**config.mk**
```make
export PLATFORM = sky130hd
export DESIGN_NAME = port_stats
export DESIGN_NICKNAME = d
export VERILOG_FILES = /design/src/port_stats_pkg.sv /design/src/port_stats.sv
export SDC_FILE = /design/constraint.sdc
export NUM_CORES = 2
export LEC_CHECK = 0
export BUFFER_PORTS_ARGS = -buffer_cell sky130_fd_sc_hd__buf_2
export CAP_MARGIN = 20
export CORE_MARGIN = 5
export CORE_UTILIZATION = 55
export DETAILED_ROUTE_END_ITERATION = 10
export HOLD_SLACK_MARGIN = 0.05
export MAX_ROUTING_LAYER = met4
export PLACE_DENSITY = 0.79
export RECOVER_POWER = 50
export SLEW_MARGIN = 25
export SYNTH_ARGS = -nofsm -noshare
export SYNTH_HDL_FRONTEND = slang
export SYNTH_SLANG_ARGS = --single-unit
```
**constraint.sdc**
```tcl
create_clock -name clock -period 3.8 [get_ports clock]
set_clock_uncertainty 0.15 [all_clocks]
set_input_delay 0.76 -clock clock [delete_from_list [all_inputs] [get_ports clock]]
set_output_delay 0.76 -clock clock [all_outputs]
set_load 0.02 [all_outputs]
```
**src/port_stats_pkg.sv**
```systemverilog
// Constants shared by the per-port Ethernet statistics block
package port_stats_pkg;

    // ------------------------------------------------------------
    // Timing
    // ------------------------------------------------------------
    localparam int CLOCK_NS      = 50;
    localparam int SECOND_NS     = 1_000_000_000;
    localparam int SECOND_CYCLES = SECOND_NS / CLOCK_NS;

    // ------------------------------------------------------------
    // Frame length limits, FCS in, framing bits out
    // ------------------------------------------------------------
    localparam int LEN_MIN     = 64;
    localparam int LEN_B127    = 127;
    localparam int LEN_B255    = 255;
    localparam int LEN_B511    = 511;
    localparam int LEN_B1023   = 1023;
    localparam int LEN_STD_MAX = 1518;
    localparam int LEN_TAG_MAX = 1522;

    // ------------------------------------------------------------
    // Counter indices into the counter store
    // ------------------------------------------------------------
    localparam int C_OCT      = 0;
    localparam int C_LT64     = 1;
    localparam int C_64       = 2;
    localparam int C_127      = 3;
    localparam int C_255      = 4;
    localparam int C_511      = 5;
    localparam int C_1023     = 6;
    localparam int C_1518     = 7;
    localparam int C_1522     = 8;
    localparam int C_OVER     = 9;
    localparam int C_RX_GOOD  = 10;
    localparam int C_UCAST    = 11;
    localparam int C_MCAST    = 12;
    localparam int C_BCAST    = 13;
    localparam int C_JABBER   = 14;
    localparam int C_FRAG     = 15;
    localparam int C_ALIGN    = 16;
    localparam int C_FCS      = 17;
    localparam int C_OVERRUN  = 18;
    localparam int C_RX_ERR   = 19;
    localparam int C_TX_GOOD  = 20;
    localparam int C_TX_ERR   = 21;
    localparam int C_COLL     = 22;
    localparam int C_TX_BCAST = 23;
    localparam int NUM_CNT    = 24;
    localparam int SEL_W      = 5;

    // ------------------------------------------------------------
    // Elapsed time limits and reset values
    // ------------------------------------------------------------
    localparam int SEC_MAX  = 59;
    localparam int MIN_MAX  = 59;
    localparam int HOUR_MAX = 23;
    localparam int CNT_RST  = 0;

endpackage

```
**src/port_stats.sv**
```systemverilog
// Per-port Ethernet receive/transmit statistics counters
//
// Overview of operation
// - Add every received octet, bad frames too
// - Count frames under 64 octets in bin
// - Count exactly 64-octet frames in bin
// - One inclusive bin per length up to 1518
// - Count 1519 to 1522 octet frames
// - Count well formed frames over 1522
// - Count every error-free received frame
// - Count good delivered individual-address frames
// - Count good group frames, broadcast excluded
// - Count good broadcast frames separately
// - Jabber: over 1518 with bad FCS
// - Count fragments shorter than 64 octets
// - Alignment: 64-1518, bad FCS, partial octet
// - FCS error: 64-1518, whole octets
// - Count frames dropped by overrun
// - Count received frames with errors
// - Count frames sent out the port
// - Count frames failed by transmit error
// - Accumulate estimate of segment collisions
// - Count broadcast transmit requests always
// - Report active address-table entries
// - Keep days/hours/minutes/seconds since clear
`timescale 1ns/1ns
`default_nettype none

module port_stats
    import port_stats_pkg::*;
#(
    parameter int CNT_W       = 32,
    parameter int LEN_W       = 16,
    parameter int ADDR_W      = 14,
    parameter int SEC_CYCLES  = SECOND_CYCLES
) (
    input  wire logic              clock,
    input  wire logic              rst_b,
    input  wire logic              ce,
    input  wire logic              rx_done,
    input  wire logic [LEN_W-1:0]  rx_len,
    input  wire logic              rx_fcs_bad,
    input  wire logic              rx_part_octet,
    input  wire logic              rx_sym_err,
    input  wire logic              rx_dst_group,
    input  wire logic              rx_dst_bcast,
    input  wire logic              rx_to_upper,
    input  wire logic              rx_overrun,
    input  wire logic              tx_done,
    input  wire logic              tx_ok,
    input  wire logic              tx_coll,
    input  wire logic [4:0]        tx_coll_num,
    input  wire logic              tx_bcast_req,
    input  wire logic              addr_add,
    input  wire logic              addr_del,
    input  wire logic              clr_req,
    input  wire logic [SEL_W-1:0]  rd_sel,
    output logic [CNT_W-1:0]       rd_data,
    output logic [ADDR_W-1:0]      addr_used,
    output logic [15:0]            up_days,
    output logic [4:0]             up_hours,
    output logic [5:0]             up_mins,
    output logic [5:0]             up_secs
);

    // ------------------------------------------------------------
    // State and constants
    // ------------------------------------------------------------
    typedef logic [NUM_CNT-1:0][CNT_W-1:0] cnt_array_type;

    typedef struct packed {
        cnt_array_type       cnt;
        logic [CNT_W-1:0]    rd_data;
        logic [ADDR_W-1:0]   addr_used;
        logic [31:0]         tick;
        logic [15:0]         days;
        logic [4:0]          hours;
        logic [5:0]          mins;
        logic [5:0]          secs;
    } state_type;

    localparam logic [CNT_W-1:0]  ONE       = CNT_W'(1);
    localparam logic [31:0]       TICK_LAST = 32'(SEC_CYCLES - 1);

    state_type      s_r;
    state_type      s_nxt;
    cnt_array_type  inc;
    logic           rx_good;
    logic           std_len;
    logic           well_formed;

    // Maps a frame length onto the one length bin it falls in, or -1 above 1522
    function automatic int len_bin(input logic [LEN_W-1:0] len);
        int b;
        if (len < LEN_W'(LEN_MIN)) begin
            b = C_LT64;
        end else if (len == LEN_W'(LEN_MIN)) begin
            b = C_64;
        end else if (len <= LEN_W'(LEN_B127)) begin
            b = C_127;
        end else if (len <= LEN_W'(LEN_B255)) begin
            b = C_255;
        end else if (len <= LEN_W'(LEN_B511)) begin
            b = C_511;
        end else if (len <= LEN_W'(LEN_B1023)) begin
            b = C_1023;
        end else if (len <= LEN_W'(LEN_STD_MAX)) begin
            b = C_1518;
        end else if (len <= LEN_W'(LEN_TAG_MAX)) begin
            b = C_1522;
        end else begin
            b = -1;
        end
        return b;
    endfunction

    // ------------------------------------------------------------
    // Frame classification
    // ------------------------------------------------------------
    // A good frame has a sane length and clean FCS and symbols
    assign well_formed = !rx_fcs_bad && !rx_sym_err;
    assign std_len     = rx_len >= LEN_W'(LEN_MIN)
                         && rx_len <= LEN_W'(LEN_STD_MAX);
    assign rx_good     = well_formed
                         && rx_len >= LEN_W'(LEN_MIN)
                         && rx_len <= LEN_W'(LEN_TAG_MAX);

    // ------------------------------------------------------------
    // Next state
    // ------------------------------------------------------------
    // Per-counter increments, then a single adder per counter
    always_comb begin
        int b;
        b     = len_bin(rx_len);
        s_nxt = s_r;
        inc   = '0;
        if (rx_done) begin
            inc[C_OCT] = CNT_W'(rx_len);
            if (b >= 0) begin
                inc[b] = ONE;
            end
            if (rx_len > LEN_W'(LEN_TAG_MAX) && well_formed) begin
                inc[C_OVER] = ONE;
            end
            if (rx_good) begin
                inc[C_RX_GOOD] = ONE;
                if (!rx_dst_group && rx_to_upper) begin
                    inc[C_UCAST] = ONE;
                end
                if (rx_dst_group && !rx_dst_bcast) begin
                    inc[C_MCAST] = ONE;
                end
                if (rx_dst_bcast) begin
                    inc[C_BCAST] = ONE;
                end
            end else begin
                inc[C_RX_ERR] = ONE;
            end
            if (rx_len > LEN_W'(LEN_STD_MAX) && rx_fcs_bad) begin
                inc[C_JABBER] = ONE;
            end
            if (rx_len < LEN_W'(LEN_MIN)) begin
                inc[C_FRAG] = ONE;
            end
            if (std_len && rx_fcs_bad && rx_part_octet) begin
                inc[C_ALIGN] = ONE;
            end
            if (std_len && rx_fcs_bad && !rx_part_octet) begin
                inc[C_FCS] = ONE;
            end
        end
        if (rx_overrun) begin
            inc[C_OVERRUN] = ONE;
        end
        if (tx_done) begin
            inc[C_TX_GOOD] = tx_ok ? ONE : '0;
            inc[C_TX_ERR]  = tx_ok ? '0 : ONE;
        end
        if (tx_coll) begin
            inc[C_COLL] = CNT_W'(tx_coll_num);
        end
        if (tx_bcast_req) begin
            inc[C_TX_BCAST] = ONE;
        end

        // Clear restarts from zero but keeps this cycle's events
        for (int i = 0; i < NUM_CNT; i++) begin
            s_nxt.cnt[i] = (clr_req ? '0 : s_r.cnt[i]) + inc[i];
        end

        // Unmapped selections read as zero
        if (int'(rd_sel) < NUM_CNT) begin
            s_nxt.rd_data = s_r.cnt[rd_sel];
        end else begin
            s_nxt.rd_data = '0;
        end

        // Occupancy saturates; add and remove together cancel
        if (addr_add && !addr_del && s_r.addr_used != '1) begin
            s_nxt.addr_used = s_r.addr_used + ADDR_W'(1);
        end else if (addr_del && !addr_add && s_r.addr_used != '0) begin
            s_nxt.addr_used = s_r.addr_used - ADDR_W'(1);
        end

        // Elapsed time; days wrap after 65535 as a known limit
        if (clr_req) begin
            s_nxt.tick  = '0;
            s_nxt.secs  = '0;
            s_nxt.mins  = '0;
            s_nxt.hours = '0;
            s_nxt.days  = '0;
        end else if (s_r.tick == TICK_LAST) begin
            s_nxt.tick = '0;
            if (s_r.secs != 6'(SEC_MAX)) begin
                s_nxt.secs = s_r.secs + 6'd1;
            end else begin
                s_nxt.secs = '0;
                if (s_r.mins != 6'(MIN_MAX)) begin
                    s_nxt.mins = s_r.mins + 6'd1;
                end else begin
                    s_nxt.mins = '0;
                    if (s_r.hours != 5'(HOUR_MAX)) begin
                        s_nxt.hours = s_r.hours + 5'd1;
                    end else begin
                        s_nxt.hours = '0;
                        s_nxt.days  = s_r.days + 16'd1;
                    end
                end
            end
        end else begin
            s_nxt.tick = s_r.tick + 32'd1;
        end
    end

    // ------------------------------------------------------------
    // State register
    // ------------------------------------------------------------
    // Clock enable low freezes every counter and the timer
    always_ff @(posedge clock or negedge rst_b) begin
        if (!rst_b) begin
            s_r <= state_type'(CNT_RST);
        end else if (ce) begin
            s_r <= s_nxt;
        end
    end

    // Outputs come straight from the state register
    assign rd_data   = s_r.rd_data;
    assign addr_used = s_r.addr_used;
    assign up_days   = s_r.days;
    assign up_hours  = s_r.hours;
    assign up_mins   = s_r.mins;
    assign up_secs   = s_r.secs;

    logic live;
    assign live = ce && !clr_req;
endmodule

`default_nettype wire

```
---- Yosys cells after proc, flatten, opt, wreduce, memory -nomap -nowiden ----
Cells that the tools add are included.
word-level totals
  flip-flop bits (word level) ............. 879
  input port bits ......................... 44
  output and inout port bits .............. 79
operators by class
  add/sub/neg operators ................... 31
  order comparisons ....................... 15
  equal/unequal tests ..................... 9
  mux-type cells .......................... 66
  bitwise logic cells ..................... 3
  reductions and logical operators ........ 31
operators with widths
  operator                                                      number
  2-to-1 mux 32 bit                                             48
  2-to-1 mux 768 bit                                            2
  adder 32 bit                                                  24
  bitwise AND 15 x 744 -> 744 bit                               1
  inverter 744 bit                                              1
  binary-select mux 32 bit (select 5 bit)                       1
  demux 32 bit (select 5 bit)                                   1
  2-to-1 mux 128 bit                                            1
  2-to-1 mux 65 bit                                             1
  >= comparator 32 x 1 -> 1 bit (second input constant)         2
  2-to-1 mux 64 bit                                             1
  2-to-1 mux 33 bit                                             1
  adder 32 x 1 -> 32 bit (second input constant)                1
  == test 32 x 25 -> 1 bit (second input constant)              1
  > comparator 16 x 11 -> 1 bit (second input constant)         2
  <= comparator 16 x 11 -> 1 bit (second input constant)        2
  less-than comparator 32 x 7 -> 1 bit (second input constant)  1
  2-to-1 mux 14 bit                                             2
  2-to-1 mux 27 bit                                             1
  OR 1 x 24 -> 24 bit                                           1
  2-to-1 mux 21 bit                                             1
  adder 16 x 1 -> 16 bit (second input constant)                1
  == test 16 x 7 -> 1 bit (second input constant)               1
  >= comparator 16 x 7 -> 1 bit (second input constant)         1
  other kinds (27)                                              56

---- Logic depth before layout (Yosys ltp) ----
  word-level depth ........................ 21
  mapped depth ............................ 20

---- Least setup slack after synthesis ----
OpenSTA, ideal clock, no wires.
  path type ............................... input-to-reg
  from .................................... input rx_len[14]
  to ...................................... register s_r[173] (netlist bit)
  setup time .............................. 0.122 ns
  arrival time ............................ 4.544 ns
  path slack .............................. -1.016 ns
  cell stages on the path ................. 14
  buffers on the path ..................... 0
  path through ............................ or4_1 -> or3_1 -> or2_2 -> nor4_4 -> and2_1 -> ha_1 -> ha_1 -> nand3_1 -> or4b_4 -> nor4_4 -> nand4_2 -> nor3_4 -> nand3_1 -> a32o_1
between the ends
  word-level cells in the longest chain between the ends .. 18
  elaborated cells on any way between the ends .. 28
  classes of those cells .................. add/sub (1); order compare (10); eq/ne (1); mux (12); bitwise (3); reduce/logical (1)
RTL lines
  what                                              RTL line           text
  start, declared                                   port_stats.sv:41   input wire logic [LEN_W-1:0] rx_len,
  <= comparator 16 x 11 -> 1 bit                    port_stats.sv:109  end else if (len <= LEN_W'(LEN_TAG_MAX)) begin
  2-to-1 mux 32 bit                                 port_stats.sv:109
  2-to-1 mux 32 bit                                 port_stats.sv:107  end else if (len <= LEN_W'(LEN_STD_MAX)) begin
  2-to-1 mux 32 bit                                 port_stats.sv:105  end else if (len <= LEN_W'(LEN_B1023)) begin
  2-to-1 mux 32 bit                                 port_stats.sv:103  end else if (len <= LEN_W'(LEN_B511)) begin
  2-to-1 mux 32 bit                                 port_stats.sv:101  end else if (len <= LEN_W'(LEN_B255)) begin
  2-to-1 mux 32 bit                                 port_stats.sv:99   end else if (len <= LEN_W'(LEN_B127)) begin
  2-to-1 mux 32 bit                                 port_stats.sv:97   end else if (len == LEN_W'(LEN_MIN)) begin
  (+2 left out)                                     --
  logical AND 1 bit (not written as such)           port_stats.sv:140  inc[b] = ONE;
  2-to-1 mux 32 bit (not written as such)           port_stats.sv:140
  demux 32 bit (select 5 bit)                       port_stats.sv:140
  inverter 744 bit (no source line)                 --
  bitwise AND 15 x 744 -> 744 bit (no source line)  --
  2-to-1 mux 768 bit *                              port_stats.sv:139  if (b >= 0) begin
  2-to-1 mux 768 bit *                              port_stats.sv:137  if (rx_done) begin
  adder 32 bit *                                    port_stats.sv:188  s_nxt.cnt[i] = (clr_req ? '0 : s_r.cnt[i]) + inc[i];
  end signal, assigned                              port_stats.sv:241  s_r <= state_type'(CNT_RST);
  end signal, assigned                              port_stats.sv:243  s_r <= s_nxt;
  end, declared                                     port_stats.sv:85   state_type s_r;
Every way passes the cells marked *; elsewhere a longest branch is shown, timed or not.
A chain may end at the register's enable or synchronous reset.

---- Worst setup path after layout ----
  from .................................... input rx_len[14]
  to ...................................... register s_r[201] (netlist bit)
The elaborated chain is that of the path after synthesis.

==> impl_metrics.json <==
{
  "synthesis.nets": 5997,
  "synthTopCellsByArea": "dfrtp_1 39%, mux4_2 7.7%, mux2i_1 5.0%, o2bb2ai_1 4.7%, nor2_1 3.2%",
  "wire_per_inst_um": 22.4,
  "rr_endpoint": "addr_used[13]",
  "crit_fanout": 4,
  "htreeDepth": 3,
  "clk_latency_ns": 0.71,
  "coreArea_um2": 102000,
  "die_h_um": 329,
  "cpMostUsedCell": "buf_6",
  "die_area_um2": 108000,
  "worstHoldEndpoint": "s_r[847]",
  "area_growth_pct": 17.8,
  "postSynthCellCount": 5868,
  "critPathMaxStageDelay_ns": 0.53,
  "status": "complete, but fails checks",
  "grt_pass1_wl_mm": 263,
  "initial_core_util": 0.552,
  "io_pins": 123,
  "cts_sinks": 879,
  "yosys.area.top_type": "dfrtp_1",
  "dr_total_vias": 50254,
  "finalHoldViolCount": 0,
  "synth_area_um2": 56100,
  "synth_xor_area_frac": 0.0237,
  "place_area_um2": 60800,
  "synth.distinct_cells": 88,
  "cp_data_arrival_time_ns": 4.57,
  "stdcell_area_um2": 66100,
  "first_global_vias": 47108,
  "syn_area_per_cell_um2": 9.56,
  "end_kind": "flop",
  "setup_viol": 112,
  "fillerInstances": 7658,
  "mostFrequentLayoutCell": "dfrtp_1",
  "rows": 117,
  "hp-class": "primary input to flop",
  "synth_mux_area_frac": 0.142,
  "cts_tree": "built",
  "cts_buffer_depth": 3,
  "worst-path-buf-inv": 5,
  "synth_fa_ha_area_frac": 0.0194,
  "crit_slowest_cell": "or4_4",
  "rrSetupSlack_ns": 0.56,
  "final_util": 0.651,
  "rr_worst_depth": 13,
  "start_kind": "primary input",
  "numCtsBuffers": 100,
  "hpwl_mm": 115,
  "rsz0062_at_grt": "true",
  "drv_cap": 1,
  "startpoint": "rx_len[14]",
  "holdPathStages": 3,
  "antenna_found_initial": 6,
  "cts-root-buf": "clkbuf_16",
  "gp_congestion": 0.954,
  "max_slew.worst_pin.slew_ns": 2.18,
  "violations": "capacitance limit, slew limit, setup timing",
  "async_flop_share": 1.00,
  "grt_max_degree": 124,
  "yosys_warnings": 0,
  "drive_above_1_share": 0.232,
  "grtUsageTotal": 0.308,
  "layout_common_cells": "879 x dfrtp_1, 426 x nor2_1, 425 x nand2_1",
  "firstDrtPassIters": 8,
  "cp_top_family": "simple AND/OR/NAND/NOR gates",
  "p_leak_nw": 27.0,
  "seq_area_um2": 22000,
  "period_share": 1.08,
  "path_class": "primary input to flop",
  "critPathRequiredTime_ns": 4.27,
  "worst_ir_drop_vdd_mv": 0.347,
  "power_density_nw_per_um2": 359,
  "ant_nets": 0,
  "multi_input_area_um2": 33800,
  "maxSlewViolCount": 49,
  "synth_top_area_frac": 0.392,
  "wirelength_mm": 169,
  "synth_flop_cell": "dfrtp_1",
  "min_period_ns": 4.11,
  "timing.final.ws_setup_ns": -0.306,
  "die_w_um": 329,
  "maxClockFrequency_mhz": 244,
  "holdWs_ns": 0.287,
  "synth_top_family_by_area": "simple AND/OR/NAND/NOR gates",
  "yosys_register_bits": 879,
  "ys_seq_area_frac": 0.392,
  "synth-edff-count": 0,
  "path_cells": "buf_6 -> or4_4 -> or3_4 -> or2_4 -> buf_6 -> nor3_4 -> nand2_1 -> nor2_2 -> ha_2 -> buf_4 -> buf_6 -> buf_6 -> ha_4 -> nand2_4 -> nor3_4 -> nand4_1 -> nor3_2 -> nand4_1 -> or2_4 -> o31ai_2 -> a22o_1",
  "drc_errors": 0,
  "synth-simple-area-share": 0.195,
  "worstHoldStart": "tx_bcast_req",
  "io_buffer_count": 122,
  "drt_iter0_drc": 6372,
  "vias_per_cell": 6.67,
  "clkTransAtPathRegs_ns": 0.06,
  "layout.nets": 6208,
  "power_mw": 23.7,
  "gr-total-overflow": 0,
  "slew_headroom": -0.452,
  "synth_compound_area_frac": 0.179,
  "r2r-start": "addr_used[0]"
}
area by class of cell:
class | count | area share
Clock inverter | 40 | 0.00621
Sequential cell | 879 | 0.333
Inverter | 186 | 0.0108
Antenna cell | 7 | 0.000265
Tap cell | 1368 | 0.0259
Clock buffer | 141 | 0.0438
Timing Repair Buffer | 556 | 0.0694
Multi-Input combinational cell | 4356 | 0.511
routing by layer:
metal	vias up	track usage	part of all wire
met5	-	-	0
met4	0	0.126	0.045
met3	421	0.0497	0.092
met2	2477	0.462	0.46
met1	24854	0.422	0.40
li1	22502	-	-
tightest hold or removal path, stage by stage:
cell and delay (ns):
buf_2 0.09, ha_2 0.13, mux2_2 0.13
stage by stage:
stage | std cells | setup TNS (ns) | worst slack (ns)
global placement | 7279 | -231.50 | -1.04
detailed placement | 7279 | -254.16 | -1.15
CTS | 7476 | -5.17 | -0.265
global route | 7531 | -34.65 | -0.439
finish | 7533 | -13.50 | -0.306
floorplan | 5868 | -39.04 | -0.730
state kept, by name, indices dropped and copies added, names as in the netlist:
register,cells
up_mins,6
up_days,16
up_hours,5
rd_data,32
up_secs,6
s_r,800
addr_used,14
power breakdown:
group          switching [mW]  leakage [nW]  internal [mW]
Sequential              0.573          12.1           9.79
Clock                    4.21          1.64           5.66
Combinational            2.11          13.3           1.40
cells in the mapped netlist, drive strengths merged, types with 56 or more instances:
cell / n
dfrtp: 879
nor2: 481
nand2: 461
nand3: 335
o2bb2ai: 303
o21ai: 280
mux2i: 278
a21oi: 266
clkbuf: 261
nor3: 203
mux4: 192
buf: 186
inv: 186
nand4: 142
a22o: 104
and3: 100
nor2b: 93
xor2: 89
ha: 82
o31ai: 81
mux2: 74
xnor2: 63
and2: 58
nor4: 56
cell families after synthesis:
logic type               count (synthesis)
XOR/XNOR                               152
AND/OR/NAND/NOR                       2144
buffers and inverters                  633
adder cells (fa/ha/maj)                 85
AO/OA/AOI/OAI                         1431
multiplexers                           544
flip-flops                             879
timing repair:
item                       in CTS  in global routing
pin swaps                      34                121
setup endpoints to repair     126                212
hold buffers                    1                  0
buffers inserted               15                 50
gates resized for setup        48                261
hold endpoints to repair       40                  0
worst max path at each step:
stage,endpoint,slack (ns),depth (start not counted)
final,s_r[201],-0.31,21
after global routing,s_r[201],-0.44,21
after CTS,s_r[173],-0.27,15
after detailed placement,s_r[491],-1.15,17
after global placement,s_r[521],-1.04,17
after floorplan,s_r[173],-0.73,14
No activity file was read; power rests on OpenSTA's default activity.
